--- src/hw/sed_pkg.sv ---
// shared constants, types and opcode decoding for both ends of the serial link
package sed_pkg;

	// ******************************************************************
	// timing
	// ******************************************************************
	localparam int CLK_PERIOD_NS = 5;
	// host serial clock period, well under every per-opcode frequency limit
	localparam int HOST_SCLK_PERIOD_NS = 120;
	localparam int SCLK_HALF_CYCLES = (HOST_SCLK_PERIOD_NS / 2 + CLK_PERIOD_NS - 1) / CLK_PERIOD_NS;
	localparam logic [3:0] SCLK_HALF_LAST = 4'(SCLK_HALF_CYCLES - 1);
	// highest link rates the opcodes allow, in MHz
	localparam int LINK_MAX_MHZ_GENERAL = 166;
	localparam int LINK_MAX_MHZ_RESUME = 100;

	// ******************************************************************
	// framing
	// ******************************************************************
	localparam int ADDR_BYTES = 4;
	localparam int OTP_REGION_BYTES = 1024;
	localparam logic [2:0] BIT_LAST = 3'h7;
	localparam logic [1:0] ADDR_BYTE_LAST = 2'(ADDR_BYTES - 1);

	typedef logic [7:0] sed_byte_type;
	typedef logic [31:0] sed_addr_type;
	typedef logic [10:0] sed_count_type;

	// ******************************************************************
	// opcodes
	// ******************************************************************
	localparam sed_byte_type OP_SMALL_SECTOR_ERASE = 8'h21;
	localparam sed_byte_type OP_LARGE_SECTOR_ERASE = 8'hdc;
	localparam sed_byte_type OP_WHOLE_ARRAY_ERASE_A = 8'h60;
	localparam sed_byte_type OP_WHOLE_ARRAY_ERASE_B = 8'hc7;
	localparam sed_byte_type OP_ERASE_RESULT_CHECK = 8'hd0;
	localparam sed_byte_type OP_SECTOR_WEAR_COUNT_READ = 8'h5d;
	localparam sed_byte_type OP_OPERATION_SUSPEND = 8'hb0;
	localparam sed_byte_type OP_OPERATION_RESUME = 8'h7a;
	localparam sed_byte_type OP_OTP_REGION_PROGRAM = 8'h42;
	localparam sed_byte_type OP_OTP_REGION_READ = 8'h4b;
	localparam sed_byte_type OP_VOLATILE_PROTECT_READ = 8'he0;
	localparam sed_byte_type OP_VOLATILE_PROTECT_WRITE = 8'he1;
	localparam sed_byte_type OP_PERSISTENT_PROTECT_READ = 8'he2;
	localparam sed_byte_type OP_PERSISTENT_PROTECT_PROGRAM = 8'he3;
	localparam sed_byte_type OP_PERSISTENT_PROTECT_CLEAR_ALL = 8'he4;

	// opcodes carrying four address bytes after the opcode
	function automatic logic opHasAddr(input sed_byte_type op);
		case (op)
			OP_SMALL_SECTOR_ERASE, OP_LARGE_SECTOR_ERASE: opHasAddr = 1'b1;
			OP_ERASE_RESULT_CHECK, OP_SECTOR_WEAR_COUNT_READ: opHasAddr = 1'b1;
			OP_OTP_REGION_PROGRAM, OP_OTP_REGION_READ: opHasAddr = 1'b1;
			OP_VOLATILE_PROTECT_READ, OP_VOLATILE_PROTECT_WRITE: opHasAddr = 1'b1;
			OP_PERSISTENT_PROTECT_READ, OP_PERSISTENT_PROTECT_PROGRAM: opHasAddr = 1'b1;
			default: opHasAddr = 1'b0;
		endcase
	endfunction

	// opcode-only transactions
	function automatic logic opNoAddr(input sed_byte_type op);
		case (op)
			OP_WHOLE_ARRAY_ERASE_A, OP_WHOLE_ARRAY_ERASE_B: opNoAddr = 1'b1;
			OP_OPERATION_SUSPEND, OP_OPERATION_RESUME: opNoAddr = 1'b1;
			OP_PERSISTENT_PROTECT_CLEAR_ALL: opNoAddr = 1'b1;
			default: opNoAddr = 1'b0;
		endcase
	endfunction

	// modifying opcodes that need the write enable latch
	function automatic logic opNeedsWel(input sed_byte_type op);
		case (op)
			OP_SMALL_SECTOR_ERASE, OP_LARGE_SECTOR_ERASE: opNeedsWel = 1'b1;
			OP_WHOLE_ARRAY_ERASE_A, OP_WHOLE_ARRAY_ERASE_B: opNeedsWel = 1'b1;
			OP_OTP_REGION_PROGRAM, OP_VOLATILE_PROTECT_WRITE: opNeedsWel = 1'b1;
			OP_PERSISTENT_PROTECT_PROGRAM: opNeedsWel = 1'b1;
			OP_PERSISTENT_PROTECT_CLEAR_ALL: opNeedsWel = 1'b1;
			default: opNeedsWel = 1'b0;
		endcase
	endfunction

	// opcodes where the device shifts bytes out after the address
	function automatic logic opReadsOut(input sed_byte_type op);
		case (op)
			OP_SECTOR_WEAR_COUNT_READ, OP_OTP_REGION_READ: opReadsOut = 1'b1;
			OP_VOLATILE_PROTECT_READ, OP_PERSISTENT_PROTECT_READ: opReadsOut = 1'b1;
			default: opReadsOut = 1'b0;
		endcase
	endfunction

	// opcodes where the host shifts data bytes in after the address
	function automatic logic opTakesData(input sed_byte_type op);
		opTakesData = (op == OP_OTP_REGION_PROGRAM) || (op == OP_VOLATILE_PROTECT_WRITE);
	endfunction

endpackage

--- src/hw/sed_link_if.sv ---
// single-lane serial link between host controller and flash command decoder
`timescale 1ns/1ps
`default_nettype none
interface sed_link_if;
	logic sclk; // serial clock made by the host
	logic csN; // chip select, frames a transaction
	logic mosi; // host to device data
	logic miso; // device to host data
	logic misoOe; // device drives miso

	modport device (input sclk, input csN, input mosi, output miso, output misoOe);
	modport host (output sclk, output csN, output mosi, input miso, input misoOe);
endinterface
`default_nettype wire

--- src/hw/sed_device_end.sv ---
// device end: decodes erase, suspend, secure region and protection transactions
// Behaviour
// - 21h plus address erases a small sector
// - DCh plus address erases a large sector
// - 60h or C7h alone erases whole array
// - D0h plus address checks last sector erase
// - 5Dh plus address shifts out wear count
// - B0h alone suspends program, erase or check
// - 7Ah alone resumes suspended operation
// - 42h, address, byte stream programs secure region
// - 4Bh plus address reads secure region bytes
// - E0h plus address reads volatile protection
// - E1h, address, one byte writes volatile protection
// - E2h plus address reads persistent protection
// - E3h plus address sets persistent protection bit
// - E4h alone clears all persistent protection bits
`timescale 1ns/1ps
`default_nettype none
module sed_device_end
(
	input wire logic clk, // system clock
	input wire logic rst, // synchronous reset, active high
	sed_link_if.device link, // serial link
	input wire logic welSet, // write enable latch level from the flash core
	output logic cmdValid, // pulse: a command header was accepted
	output sed_pkg::sed_byte_type cmdOpcode, // accepted opcode
	output sed_pkg::sed_addr_type cmdAddr, // accepted address, zero if none
	output logic cmdIgnored, // pulse: opcode refused or unknown
	output logic dataValid, // pulse: one data byte received
	output sed_pkg::sed_byte_type dataByte, // received data byte
	input wire sed_pkg::sed_byte_type rdData, // next byte to shift out
	output logic rdAdvance // pulse: rdData taken, present the next
);
	import sed_pkg::*;

	typedef enum {ST_OPCODE, ST_ADDR, ST_DATAIN, ST_DATAOUT, ST_IGNORE} sed_dev_state_type;

	// ******************************************************************
	// pin synchronisers
	// ******************************************************************
	logic sclkMeta, sclkSync, sclkLast;
	logic csNMeta, csNSync;
	logic mosiMeta, mosiSync;
	logic sclkRise, sclkFall;

	// two flops on every pin, a third on sclk for edges; the first stage is never looked at
	always_ff @(posedge clk)
	begin
		if (rst)
		begin
			sclkMeta <= 1'b0;
			sclkSync <= 1'b0;
			sclkLast <= 1'b0;
			csNMeta <= 1'b1;
			csNSync <= 1'b1;
			mosiMeta <= 1'b0;
			mosiSync <= 1'b0;
		end
		else
		begin
			sclkMeta <= link.sclk;
			sclkSync <= sclkMeta;
			sclkLast <= sclkSync;
			csNMeta <= link.csN;
			csNSync <= csNMeta;
			mosiMeta <= link.mosi;
			mosiSync <= mosiMeta;
		end
	end

	// edges of the serial clock, only inside a frame
	assign sclkRise = sclkSync & ~sclkLast & ~csNSync;
	assign sclkFall = ~sclkSync & sclkLast & ~csNSync;

	// ******************************************************************
	// input byte assembly
	// ******************************************************************
	logic [2:0] bitCnt;
	sed_byte_type inShift;
	sed_byte_type rxNow;
	logic byteDone;

	assign rxNow = {inShift[6:0], mosiSync};
	assign byteDone = sclkRise && (bitCnt == BIT_LAST);

	// msb first, one bit per rising edge; select high restarts alignment
	always_ff @(posedge clk)
	begin
		if (rst || csNSync)
		begin
			bitCnt <= 3'h0;
			inShift <= 8'h00;
		end
		else if (sclkRise)
		begin
			inShift <= rxNow;
			bitCnt <= bitCnt + 3'h1;
		end
	end

	// ******************************************************************
	// transaction sequencer
	// ******************************************************************
	sed_dev_state_type state;
	logic [1:0] addrCnt;

	// header decode; an unknown or refused opcode sinks the rest of the frame
	always_ff @(posedge clk)
	begin
		if (rst)
		begin
			state <= ST_OPCODE;
			addrCnt <= 2'h0;
			cmdValid <= 1'b0;
			cmdIgnored <= 1'b0;
			cmdOpcode <= 8'h00;
			cmdAddr <= 32'h0000_0000;
		end
		else if (csNSync)
		begin
			state <= ST_OPCODE;
			addrCnt <= 2'h0;
			cmdValid <= 1'b0;
			cmdIgnored <= 1'b0;
		end
		else
		begin
			cmdValid <= 1'b0;
			cmdIgnored <= 1'b0;
			if (byteDone)
			begin
				case (state)
					ST_OPCODE:
					begin
						cmdOpcode <= rxNow;
						cmdAddr <= 32'h0000_0000;
						if (!opHasAddr(rxNow) && !opNoAddr(rxNow))
						begin
							state <= ST_IGNORE;
							cmdIgnored <= 1'b1;
						end
						else if (opNeedsWel(rxNow) && !welSet)
						begin
							state <= ST_IGNORE;
							cmdIgnored <= 1'b1;
						end
						else if (opHasAddr(rxNow))
						begin
							state <= ST_ADDR;
						end
						else
						begin
							// opcode-only commands act as soon as the byte is in
							state <= ST_IGNORE;
							cmdValid <= 1'b1;
						end
					end
					ST_ADDR:
					begin
						// most significant address byte arrives first
						cmdAddr <= {cmdAddr[23:0], rxNow};
						addrCnt <= addrCnt + 2'h1;
						if (addrCnt == ADDR_BYTE_LAST)
						begin
							cmdValid <= 1'b1;
							if (opReadsOut(cmdOpcode))
								state <= ST_DATAOUT;
							else if (opTakesData(cmdOpcode))
								state <= ST_DATAIN;
							else
								state <= ST_IGNORE;
						end
					end
					ST_DATAIN:
					begin
						// the volatile protection write takes exactly one byte
						if (cmdOpcode == OP_VOLATILE_PROTECT_WRITE)
							state <= ST_IGNORE;
					end
					ST_DATAOUT, ST_IGNORE:
					begin
						state <= state;
					end
					default:
					begin
						state <= ST_IGNORE;
					end
				endcase
			end
		end
	end

	// ******************************************************************
	// write data path
	// ******************************************************************
	// program stream runs until select rises; the core wraps the region
	always_ff @(posedge clk)
	begin
		if (rst)
		begin
			dataValid <= 1'b0;
			dataByte <= 8'h00;
		end
		else
		begin
			dataValid <= byteDone && (state == ST_DATAIN) && !csNSync;
			if (byteDone && (state == ST_DATAIN))
				dataByte <= rxNow;
		end
	end

	// ******************************************************************
	// read data path
	// ******************************************************************
	logic [2:0] outCnt;
	sed_byte_type outShift;

	// bits change on falling edges so the host samples them on rising ones
	always_ff @(posedge clk)
	begin
		if (rst || csNSync)
		begin
			outCnt <= 3'h0;
			outShift <= 8'h00;
			rdAdvance <= 1'b0;
			link.miso <= 1'b0;
			link.misoOe <= 1'b0;
		end
		else
		begin
			rdAdvance <= 1'b0;
			if ((state == ST_DATAOUT) && sclkFall)
			begin
				link.misoOe <= 1'b1;
				outCnt <= outCnt + 3'h1;
				if (outCnt == 3'h0)
				begin
					link.miso <= rdData[7];
					outShift <= {rdData[6:0], 1'b0};
					rdAdvance <= 1'b1;
				end
				else
				begin
					link.miso <= outShift[7];
					outShift <= {outShift[6:0], 1'b0};
				end
			end
		end
	end

endmodule // sed_device_end
`default_nettype wire

--- src/flat_wrapper.sv ---
// flat-port wrapper written by rule: the top's interface ports become plain ports
module sed_device_end_flat import sed_pkg::*;
  (clk, rst, welSet, cmdValid, cmdOpcode, cmdAddr, cmdIgnored, dataValid, dataByte, rdData, rdAdvance, link_sclk, link_csN, link_mosi, link_miso, link_misoOe);
  sed_link_if link_i ();
  input wire logic clk;
  input wire logic rst;
  input wire logic welSet;
  output logic cmdValid;
  output sed_pkg::sed_byte_type cmdOpcode;
  output sed_pkg::sed_addr_type cmdAddr;
  output logic cmdIgnored;
  output logic dataValid;
  output sed_pkg::sed_byte_type dataByte;
  input wire sed_pkg::sed_byte_type rdData;
  output logic rdAdvance;
  input wire logic [$bits(link_i.sclk)-1:0] link_sclk;
  input wire logic [$bits(link_i.csN)-1:0] link_csN;
  input wire logic [$bits(link_i.mosi)-1:0] link_mosi;
  output wire logic [$bits(link_i.miso)-1:0] link_miso;
  output wire logic [$bits(link_i.misoOe)-1:0] link_misoOe;
  assign link_i.sclk = link_sclk;
  assign link_i.csN = link_csN;
  assign link_i.mosi = link_mosi;
  assign link_miso = link_i.miso;
  assign link_misoOe = link_i.misoOe;
  sed_device_end u_core (.clk(clk), .rst(rst), .link(link_i), .welSet(welSet), .cmdValid(cmdValid), .cmdOpcode(cmdOpcode), .cmdAddr(cmdAddr), .cmdIgnored(cmdIgnored), .dataValid(dataValid), .dataByte(dataByte), .rdData(rdData), .rdAdvance(rdAdvance));
endmodule
--- config.mk ---
export PLATFORM = sky130hd
export DESIGN_NAME = sed_device_end_flat
export DESIGN_NICKNAME = d
export VERILOG_FILES = /design/src/hw/sed_pkg.sv /design/src/hw/sed_link_if.sv /design/src/hw/sed_device_end.sv /design/src/flat_wrapper.sv
export SDC_FILE = /design/constraint.sdc
export NUM_CORES = 1
export LEC_CHECK = 0
export ABC_AREA = 1
export BUFFER_PORTS_ARGS = -buffer_cell sky130_fd_sc_hd__buf_2
export CAP_MARGIN = 25
export CORE_ASPECT_RATIO = 1.25
export CORE_UTILIZATION = 45
export CTS_CLUSTER_DIAMETER = 100
export DETAILED_ROUTE_END_ITERATION = 6
export GPL_ROUTABILITY_DRIVEN = 0
export PLACE_DENSITY = 0.73
export SLEW_MARGIN = 20
export SYNTH_ARGS = -nofsm -noshare
export SYNTH_HDL_FRONTEND = slang
export SYNTH_SLANG_ARGS = --single-unit
--- constraint.sdc ---
create_clock -name clk -period 4.71 [get_ports clk]
set_clock_uncertainty 0.1 [all_clocks]
set_input_delay 0.2355 -clock clk [delete_from_list [all_inputs] [get_ports clk]]
set_output_delay 0.2355 -clock clk [all_outputs]
set_load 0.03 [all_outputs]
==> results of run 1 <==
==> worst min-delay path, stage by stage <==
cell and delay, ps:
buf_2 90, nand2_1 50, a31oi_1 80
==> sequential cells by signal, indices dropped and copies added (netlist names), 2 cells and up <==
signal,count
u_core.cmdAddr,32
u_core.cmdOpcode,8
u_core.dataByte,8
u_core.inShift,7
u_core.outShift,7
u_core.bitCnt,3
u_core.outCnt,3
u_core.state,3
u_core.addrCnt,2
==> Yosys cell counts, types with 2 or more instances <==
| master | count | area, um2 |
|---|---|---|
| nand3_2 | 2 | 20.02 |
| buf_6 | 3 | 33.78 |
| o21ai_0 | 35 | 175.2 |
| nand2_4 | 2 | 22.52 |
| nor2_8 | 2 | 40.04 |
| nand2_2 | 6 | 37.54 |
| nand3_1 | 14 | 70.07 |
| clkbuf_1 | 7 | 26.28 |
| inv_2 | 14 | 52.55 |
| nor2_4 | 3 | 33.78 |
| a31oi_1 | 6 | 37.54 |
| nand2_1 | 121 | 454.2 |
| nor3_2 | 2 | 20.02 |
| a21oi_2 | 3 | 26.28 |
| or2_2 | 2 | 12.51 |
| nor2_1 | 49 | 183.9 |
| dfxtp_1 | 86 | 1722 |
| ha_1 | 5 | 62.56 |
| nor3_1 | 4 | 20.02 |
| inv_1 | 26 | 97.59 |
| a22oi_1 | 6 | 45.04 |
| a21oi_1 | 57 | 285.3 |
| buf_4 | 2 | 15.01 |
| nand4_1 | 2 | 12.51 |
| buf_2 | 8 | 40.04 |
| nor2_2 | 2 | 12.51 |
==> timing repair <==
item,4_1_cts,5_1_grt
hold buffers,3,0
hold endpoints to repair,3,0
buffers inserted,0,0
endpoints found under the setup margin,0,0
==> stage by stage <==
step                setup slack [ps]  std cells  instance area, um2
CTS                             2773        635                4158
global route                    2608        635                4158
floorplan                       3184        475                3611
detailed placement              2774        618                3958
global placement                2808        618                3958
finish                          2732        635                4158
==> worst max-delay path by stage <==
stage                                        from                               end  slack, ps  cells past startpoint
floorplan           u_core.bitCnt[0]$_SDFFE_PP0P_  u_core.cmdOpcode[5]$_SDFFE_PP0P_       3180                      9
global route         u_core.state[0]$_SDFFE_PP0P_    u_core.addrCnt[0]$_SDFFE_PP0P_       2610                      5
CTS                  u_core.state[0]$_SDFFE_PP0P_    u_core.addrCnt[0]$_SDFFE_PP0P_       2770                      5
detailed placement   u_core.state[0]$_SDFFE_PP0P_    u_core.addrCnt[0]$_SDFFE_PP0P_       2770                      5
global placement    u_core.bitCnt[0]$_SDFFE_PP0P_    u_core.addrCnt[0]$_SDFFE_PP0P_       2810                      7
finish               u_core.state[0]$_SDFFE_PP0P_    u_core.addrCnt[0]$_SDFFE_PP0P_       2730                      5
==> layout make-up <==
type	count	area, um2
fill	765	3635
sequential	86	1722
multi-input combinational	329	1624
timing repair buffer	71	372.9
inverter	40	150.1
clock buffer	12	135.1
tap	95	118.9
clock inverter	2	35.03
==> metal layers <==
layer	track usage	part of all wire
met5	0	0
met4	0.08367	0.017
met3	0.04643	0.054
met2	0.3236	0.48
met1	0.2284	0.45
==> power groups by stage <==
stage | combinational, mW | sequential (mW) | clock (mW)
2_1_floorplan | 0.0166 | 0.748 | 0
3_3_place_gp | 0.0240 | 0.749 | 0
3_5_place_dp | 0.0247 | 0.749 | 0
4_1_cts | 0.0266 | 0.732 | 0.491
5_1_grt | 0.0296 | 0.732 | 0.525
6_report | 0.0264 | 0.732 | 0.480
==> logic make-up (layout without fill, tap and decap cells) <==
group | Yosys count | count (layout) | synth area share
adder cells (fa/ha/maj) | 5 | 5 | 0.01733
buffers and inverters | 60 | 125 | 0.07346
flip-flops | 86 | 86 | 0.4768
AND/OR/NAND/NOR | 214 | 214 | 0.2675
AO/OA/AOI/OAI | 110 | 110 | 0.1649
==> flow_metrics.py, run 1 <==
metrics = {
    "outcome": {
        "outcome": "complete, no violations",
    },
    "global_routing": {
        "grt.overflow.total": 0,
        "grt_pass1_wl_mm": 12.28,
        "grt_max_degree": 43,
        "grtUsageTotal": 0.1917,
        "grt_pass1_vias": 2795,
        "antenna_found_initial": 0,
    },
    "route": {
        "drt-total-wl_mm": 7.757,
        "drc": 0,
        "dr.pass1.iters": 5,
        "ant_nets": 0,
        "wl_per_cell_um": 12.22,
        "route.vias.total": 3289,
        "routed_via_density": 5.180,
        "drt_iter0_drc": 130,
    },
    "power": {
        "swShare": 0.2096,
        "clockPowerShare": 0.388,
        "irDropWorstVdd_mv": 0.1865,
        "p_sw_mw": 0.2595,
        "total_power_mw": 1.238,
        "p_seq_frac": 0.591,
        "cellPowerDensity_mw_per_mm2": 297.7,
        "p_comb_frac": 0.021,
        "leakagePower_nw": 1.794,
        "intPower_mw": 0.9784,
    },
    "timing": {
        "hold_ws_ps": 44.57,
        "maxSlewHeadroom": 0.5205,
        "fmax_mhz": 505.6,
        "setup_violations": 0,
        "hold_viol_final": 0,
        "layout_min_cycle_time_ps": 1978,
        "period_share": 0.4199,
        "maxSlewViolCount": 0,
        "rsz0062_at_grt": "false",
        "worstMarginPinSlew_ps": 719.2,
        "timing.setup.tns_ps": 0,
    },
    "clocking": {
        "h-tree-depth": 3,
        "clk-insertion-delay-late_ps": 350,
        "cts_resized": 0,
        "cts_buffer_depth": 2,
        "numCtsBuffers": 9,
        "cts_tree": "yes",
        "clock-sinks": 86,
        "clk_pin_slew_ps": 80,
        "clk_root_buffer_cell": "clkbuf_8",
    },
    "worst_setup_path": {
        "cp.arrival_ps": 2120,
        "cp_num_buf_inv": 1,
        "crit_slowest_cell": "dfxtp_1",
        "path_cells": "nand2_2 -> nor2_4 -> inv_1 -> o21ai_0 -> a21oi_1",
        "r2r.worst_path.cells": 5,
        "cp.required_ps": 4850,
        "critPathCaptureType": "flip-flop",
        "cpPeakStageDelay_ps": 610,
        "path_max_fanout": 34,
        "r2r-end": "u_core.addrCnt[0]$_SDFFE_PP0P_",
        "path_class": "flip-flop to flip-flop",
        "rrSetupSlack_ps": 2730,
        "cpLargestDelayFamily": "simple AND/OR/NAND/NOR gates",
        "start_kind": "flip-flop",
        "r2r-start": "u_core.state[0]$_SDFFE_PP0P_",
    },
    "logic_synthesis": {
        "ys_ff_latch": 86,
        "syn-num-nets": 494,
        "synth_ff_type": "dfxtp_1",
        "ys_seq_area_frac": 0.4768,
        "syn_area_mm2": 0.003611,
        "synth_edf_count": 0,
        "async_flop_share": 0,
        "yosysWarnings": 0,
        "yosysUniqueCellTypes": 32,
        "synth_area_per_cell_um2": 7.602,
        "synth_cells": 475,
    },
    "layout": {
        "final_net_count": 556,
        "mostFrequentLayoutCell": "nand2_1",
        "areaGrowthSynthToFinish_pct": 15.14,
        "layout_common_cells": "nand2_1, dfxtp_1, buf_2, a21oi_1, nor2_1",
        "drive_gt1_frac": 0.2204,
        "utilization": 0.5336,
        "antenna_cells": 0,
    },
    "min_path": {
        "min_delay_path_depth": 3,
        "holdCritStartpoint": "rdData[2]",
        "whs_endpoint": "u_core.outShift[3]$_SDFFE_PP0P_",
        "hold_path_class": "primary input to flip-flop",
    },
    "placed_design": {
        "port_buffers": 67,
        "dp_hpwl_mm": 5.449,
    },
    "floorplan": {
        "die_y_um": 102.2,
        "die_w_um": 82.12,
        "dieArea_mm2": 0.008389,
        "num_rows": 36,
        "num_io_pins": 68,
        "initial_core_util": 0.4634,
        "fp.coreArea_mm2": 0.007792,
    },
    "flow_run": {
        "maxCapViolations": 0,
    },
}
Power figures use the tool's default switching activity.
==> run 2: changes to the inputs <==
- PLACE_DENSITY: 0.73 -> 0.75
- clock period: 4.71 -> 1.8 ns (I/O delays scaled with it)
==> run 2 against run 1 <==
Clock-buffer cell count increased by 1. Non-clock buffer count increased by 15. First-iteration DRC count rose by 25%. Register-to-register slack got worse by 2600 ps. Routed wire length grew 4.1%. Clock power grew to 3.2 times the previous value. Worst hold slack gained 12 ps. Sequential share of layout area down 2.1 points. Maximum frequency grew 21%. Critical path depth is 3 higher. Core utilization is 2.9 points higher. Critical endpoint is now u_core.state[2]$_SDFFE_PP0P_. Highest routed layer unchanged.
==> flow_metrics.py, run 2 (synthesis gave the netlist of run 1 again) <==
metrics = {
    "placed_design": {
        "place_ws_ps": 188.2,
        "placedInstanceArea_mm2": 0.004028,
        "port_buffers": 67,
        "dp_hpwl_mm": 5.637,
    },
    "layout": {
        "areaGrowthSynthToFinish_pct": 21.45,
        "regArea_mm2": 0.001723,
        "drive_gt1_frac": 0.2334,
        "largest_reg_flops": 32,
        "largest_register": "u_core.cmdAddr",
        "design_area_mm2": 0.004385,
        "nFillCells": 724,
        "reg_top3": "u_core.cmdAddr x32, u_core.cmdOpcode x8, u_core.dataByte x8",
        "layout_common_cells": "nand2_1, dfxtp_1, buf_2, a21oi_1, nor2_1",
        "final_net_count": 571,
        "antenna_cells": 0,
        "mostFrequentLayoutCell": "nand2_1",
        "multiInputGateArea_mm2": 0.001624,
    },
    "global_routing": {
        "top_usage_layer": "met2",
        "grt.overflow.total": 0,
        "grt_max_degree": 41,
        "antenna_found_initial": 0,
        "met1_usage": 0.2396,
        "grtUsageMet3": 0.04911,
        "grt_pass1_vias": 2969,
        "grtUsageTotal": 0.2030,
        "use_met2": 0.3369,
        "grt_pass1_wl_mm": 13.07,
    },
    "timing": {
        "rsz0062_at_grt": "false",
        "layout_min_cycle_time_ps": 1633,
        "maxSlewHeadroom": 0.6682,
        "timing.final.ws_setup_ps": 167.0,
        "timing.setup.tns_ps": 0,
        "hold_viol_final": 0,
        "fmax_mhz": 612.4,
        "period_share": 0.9072,
        "worstMarginPinSlew_ps": 495.9,
        "hold_ws_ps": 56.23,
        "maxSlewViolCount": 0,
        "setup_violations": 0,
    },
    "route": {
        "drc": 0,
        "drt_iter0_drc": 163,
        "drt-total-wl_mm": 8.077,
        "route.vias.total": 3348,
        "ant_nets": 0,
        "dr.pass1.iters": 4,
        "routed_via_density": 5.135,
        "wl_per_cell_um": 12.39,
    },
    "worst_setup_path": {
        "r2r.worst_path.cells": 8,
        "path_class": "flip-flop to flip-flop",
        "r2r-start": "u_core.bitCnt[1]$_SDFFE_PP0P_",
        "cp.required_ps": 2000,
        "crit_slowest_cell": "dfxtp_1",
        "r2r-end": "u_core.state[2]$_SDFFE_PP0P_",
        "path_cells": "ha_1 -> ha_1 -> nand2_4 -> nor3_2 -> nand2_1 -> a21oi_1 -> nand2_1 -> nor2_1",
        "path_max_fanout": 5,
        "rrSetupSlack_ps": 170,
        "cp.arrival_ps": 1830,
        "cpPeakStageDelay_ps": 350,
        "critPathCaptureType": "flip-flop",
        "start_kind": "flip-flop",
    },
    "clocking": {
        "clk_pin_slew_ps": 80,
        "cts_tree": "yes",
        "clock-sinks": 86,
        "numCtsBuffers": 9,
        "clk-insertion-delay-late_ps": 360,
        "clk_root_buffer_cell": "clkbuf_8",
        "post_cts_buffers": 0,
        "h-tree-depth": 3,
        "cts_buffer_depth": 2,
    },
    "power": {
        "total_power_mw": 3.552,
        "irDropWorstVdd_mv": 0.4837,
        "leakagePower_nw": 1.905,
        "cellPowerDensity_mw_per_mm2": 809.9,
    },
    "floorplan": {
        "num_io_pins": 68,
        "fp.coreArea_mm2": 0.007792,
        "die_y_um": 102.2,
        "initial_core_util": 0.4634,
        "dieArea_mm2": 0.008389,
        "die_w_um": 82.12,
        "num_rows": 36,
    },
    "outcome": {
        "outcome": "complete, no violations",
    },
    "flow_run": {
        "maxCapViolations": 0,
    },
    "min_path": {
        "hold_path_class": "primary input to flip-flop",
        "min_delay_path_depth": 4,
        "whs_endpoint": "u_core.cmdIgnored$_SDFF_PP0_",
        "holdCritStartpoint": "rst",
    },
}
[run 2: final cells by class]
cell class              count  area share
clock buffers              13     0.03852
clock inverters             3     0.01484
inverters                  40     0.03481
multi-input cells         329      0.3703
flip-flops and latches     86      0.3929
well taps                  95     0.02710
repair buffers             86      0.1215
[run 2: how the worst max path moves through the flow]
stage,start,endpoint,slack [ps],cells past startpoint
CTS,u_core.bitCnt[1]$_SDFFE_PP0P_,u_core.cmdOpcode[1]$_SDFFE_PP0P_,150,8
finish,u_core.bitCnt[1]$_SDFFE_PP0P_,u_core.state[2]$_SDFFE_PP0P_,170,8
detailed placement,u_core.bitCnt[1]$_SDFFE_PP0P_,u_core.cmdOpcode[4]$_SDFFE_PP0P_,190,8
global route,u_core.inShift[5]$_SDFFE_PP0P_,u_core.state[0]$_SDFFE_PP0P_,30,11
global placement,u_core.bitCnt[0]$_SDFFE_PP0P_,u_core.cmdAddr[6]$_SDFFE_PP0P_,270,8
floorplan,u_core.bitCnt[0]$_SDFFE_PP0P_,u_core.cmdOpcode[5]$_SDFFE_PP0P_,270,9
[run 2: critical path: cells and delay by family (launching register included)]
kind,cells,cell delay (ps)
adder cells (fa/ha/maj),2,340
AO/OA/AOI/OAI,1,160
AND/OR/NAND/NOR,5,630
flip-flops,1,350
[run 2: through the flow]
| stage | utilization | std cells |
|---|---|---|
| floorplan | - | 475 |
| global placement | 0.5169 | 624 |
| detailed placement | 0.5169 | 624 |
| CTS | 0.5623 | 652 |
| global route | 0.5628 | 652 |
| finish | 0.5628 | 652 |
[run 2: layer usage]
metal  vias to the layer above  wire length (um)
met5                         -                 0
met4                         0               215
met3                        18               420
met2                        91              3872
met1                      1543              3568
li1                       1696                 -
[run 2: timing repair]
item	in CTS	in global routing
hold buffers	12	0
endpoints found under the setup margin	0	2
hold endpoints to repair	12	0
resized for setup	0	2
[run 2: power by group]
part / switching, mW / total [mW] / internal, mW
clock: 0.655 / 1.55 / 0.894
combinational: 0.0479 / 0.0888 / 0.0409
sequential: 0.00628 / 1.91 / 1.91
==> run 3: changes to the inputs <==
- CORE_UTILIZATION: 45 -> 49
- PLACE_DENSITY: 0.75 -> 0.81
==> run 3 against run 2 <==
Clock-buffer cell count shrank 1. Critical path depth rose by 4. Cell count decreased by 0.61%. Core utilization up 5.8 points. Total power increased by 0.87%. Global-route usage grew 2.7 points. Non-clock buffer count increased by 1. Register-to-register slack lost 20 ps. Maximum frequency shrank 1.2%.
==> flow_metrics.py, run 3 (synthesis gave the netlist of run 1 again) <==
metrics = {
    "outcome": {
        "outcome": "complete, no violations",
    },
    "layout": {
        "multiInputGateArea_mm2": 0.001624,
        "layout_common_cells": "nand2_1, dfxtp_1, buf_2, a21oi_1, nor2_1",
        "largest_reg_flops": 32,
        "mostFrequentLayoutCell": "nand2_1",
        "reg_top3": "u_core.cmdAddr x32, u_core.cmdOpcode x8, u_core.dataByte x8",
        "regArea_mm2": 0.001722,
        "finalNonFillerCells": 648,
        "antenna_cells": 0,
        "largest_register": "u_core.cmdAddr",
        "nFillCells": 641,
        "final_net_count": 572,
        "areaGrowthSynthToFinish_pct": 21.34,
        "drive_gt1_frac": 0.2276,
    },
    "floorplan": {
        "dieArea_mm2": 0.007718,
        "initial_core_util": 0.5113,
        "die_y_um": 97.98,
        "num_io_pins": 68,
        "die_w_um": 78.78,
        "fp.coreArea_mm2": 0.007062,
        "num_rows": 34,
    },
    "clocking": {
        "clock-sinks": 86,
        "clk_root_buffer_cell": "clkbuf_8",
        "clk-insertion-delay-late_ps": 360,
        "cts_buffer_depth": 2,
        "h-tree-depth": 3,
        "numCtsBuffers": 9,
        "cts_resized": 0,
        "clk_pin_slew_ps": 80,
        "cts_tree": "yes",
    },
    "timing": {
        "worstMarginPinSlew_ps": 431.4,
        "maxSlewHeadroom": 0.7114,
        "layout_min_cycle_time_ps": 1653,
        "timing.final.ws_setup_ps": 147.3,
        "rsz0062_at_grt": "false",
        "hold_ws_ps": 316.3,
        "maxSlewViolCount": 0,
        "timing.setup.tns_ps": 0,
        "fmax_mhz": 605.1,
        "hold_viol_final": 0,
        "setup_violations": 0,
        "period_share": 0.9182,
    },
    "worst_setup_path": {
        "startpoint": "u_core.inShift[3]$_SDFFE_PP0P_",
        "cp.arrival_ps": 1800,
        "r2r-start": "u_core.inShift[3]$_SDFFE_PP0P_",
        "rrSetupSlack_ps": 150,
        "path_class": "flip-flop to flip-flop",
        "path_max_fanout": 6,
        "critPathCaptureType": "flip-flop",
        "start_kind": "flip-flop",
        "cp.required_ps": 1950,
    },
    "route": {
        "drc": 0,
        "wl_per_cell_um": 12.88,
        "ant_nets": 0,
        "route.vias.total": 3346,
        "dr.pass1.iters": 4,
        "drt_iter0_drc": 241,
        "routed_via_density": 5.164,
        "drt-total-wl_mm": 8.347,
    },
    "placed_design": {
        "port_buffers": 67,
        "dp_hpwl_mm": 5.579,
        "place_ws_ps": 206.1,
        "dp.cells": 619,
    },
    "global_routing": {
        "antenna_found_initial": 0,
        "grt_pass1_vias": 3154,
        "grt_max_degree": 34,
        "grtUsageTotal": 0.2302,
        "grt.overflow.total": 0,
        "grt_pass1_wl_mm": 13.96,
    },
    "min_path": {
        "hold_path_class": "flip-flop to flip-flop",
        "holdCritStartpoint": "u_core.sclkMeta$_SDFF_PP0_",
    },
    "power": {
        "irDropWorstVdd_mv": 0.4975,
        "leakagePower_nw": 1.904,
        "cellPowerDensity_mw_per_mm2": 817.6,
    },
    "flow_run": {
        "maxCapViolations": 0,
    },
}
[run 3: changes by cell type in the layout (fill, tap and decap cells not counted)]
cell and change:
bufinv_16 +1, inv_2 +1, clkbuf_8 -3, clkbuf_1 +2, dfxtp_2 -1, dlygate4sd3_1 +1
dfxtp_1 +1, inv_4 -1
[run 3: metal layers]
layer,vias to the layer above,share of wire,GRT usage
li1,1699,-,-
met1,1523,0.43,0.2762
met2,106,0.50,0.3813
met3,18,0.043,0.04766
met4,0,0.026,0.1239
met5,-,0,0
[run 3: area by class of cell]
class | instances | area share
inverters | 40 | 0.03427
repair buffers | 87 | 0.1239
clock buffers | 12 | 0.03084
well taps | 90 | 0.02570
clock inverters | 4 | 0.02170
flip-flops and latches | 86 | 0.3929
multi-input cells | 329 | 0.3706
[run 3: power by group]
group          total [mW]  leakage (nW)  switching (mW)  internal, mW
Sequential           1.91         0.694         0.00600          1.91
Clock                1.58         0.115           0.656         0.922
Combinational      0.0908          1.10          0.0485        0.0423
[run 3: repair_timing]
item	in CTS	in global routing
endpoints found under the hold margin	19	0
buffers inserted	0	0
hold buffers	13	0
[run 3: path summary, 6_finish.rpt]
path	end	cells after the start
max	u_core.state[0]$_SDFFE_PP0P_	12
min	u_core.sclkSync$_SDFF_PP0_	2
max reg2reg	u_core.state[0]$_SDFFE_PP0P_	12
min reg2reg	u_core.sclkSync$_SDFF_PP0_	2
[run 3: per-stage QoR]
stage | utilization | total power [mW] | area [um2]
after floorplan | - | 2.001 | 3611
after global placement | 0.5695 | 2.025 | 4021
after detailed placement | 0.5695 | 2.026 | 4021
after CTS | 0.6205 | 3.599 | 4382
after global routing | 0.6205 | 3.697 | 4382
final | 0.6205 | 3.583 | 4382
[run 3: worst max-delay path, stage by stage (launching register included)]
cell and delay (ps):
dfxtp_1 360, inv_2 150, nand2_1 140, nor2_1 190, nand2_1 100, nand2_1 80
nor2_1 40, nand2_1 60, nand2_2 80, nand2_2 80, nand2_1 50, nand2_1 70
a21oi_2 50
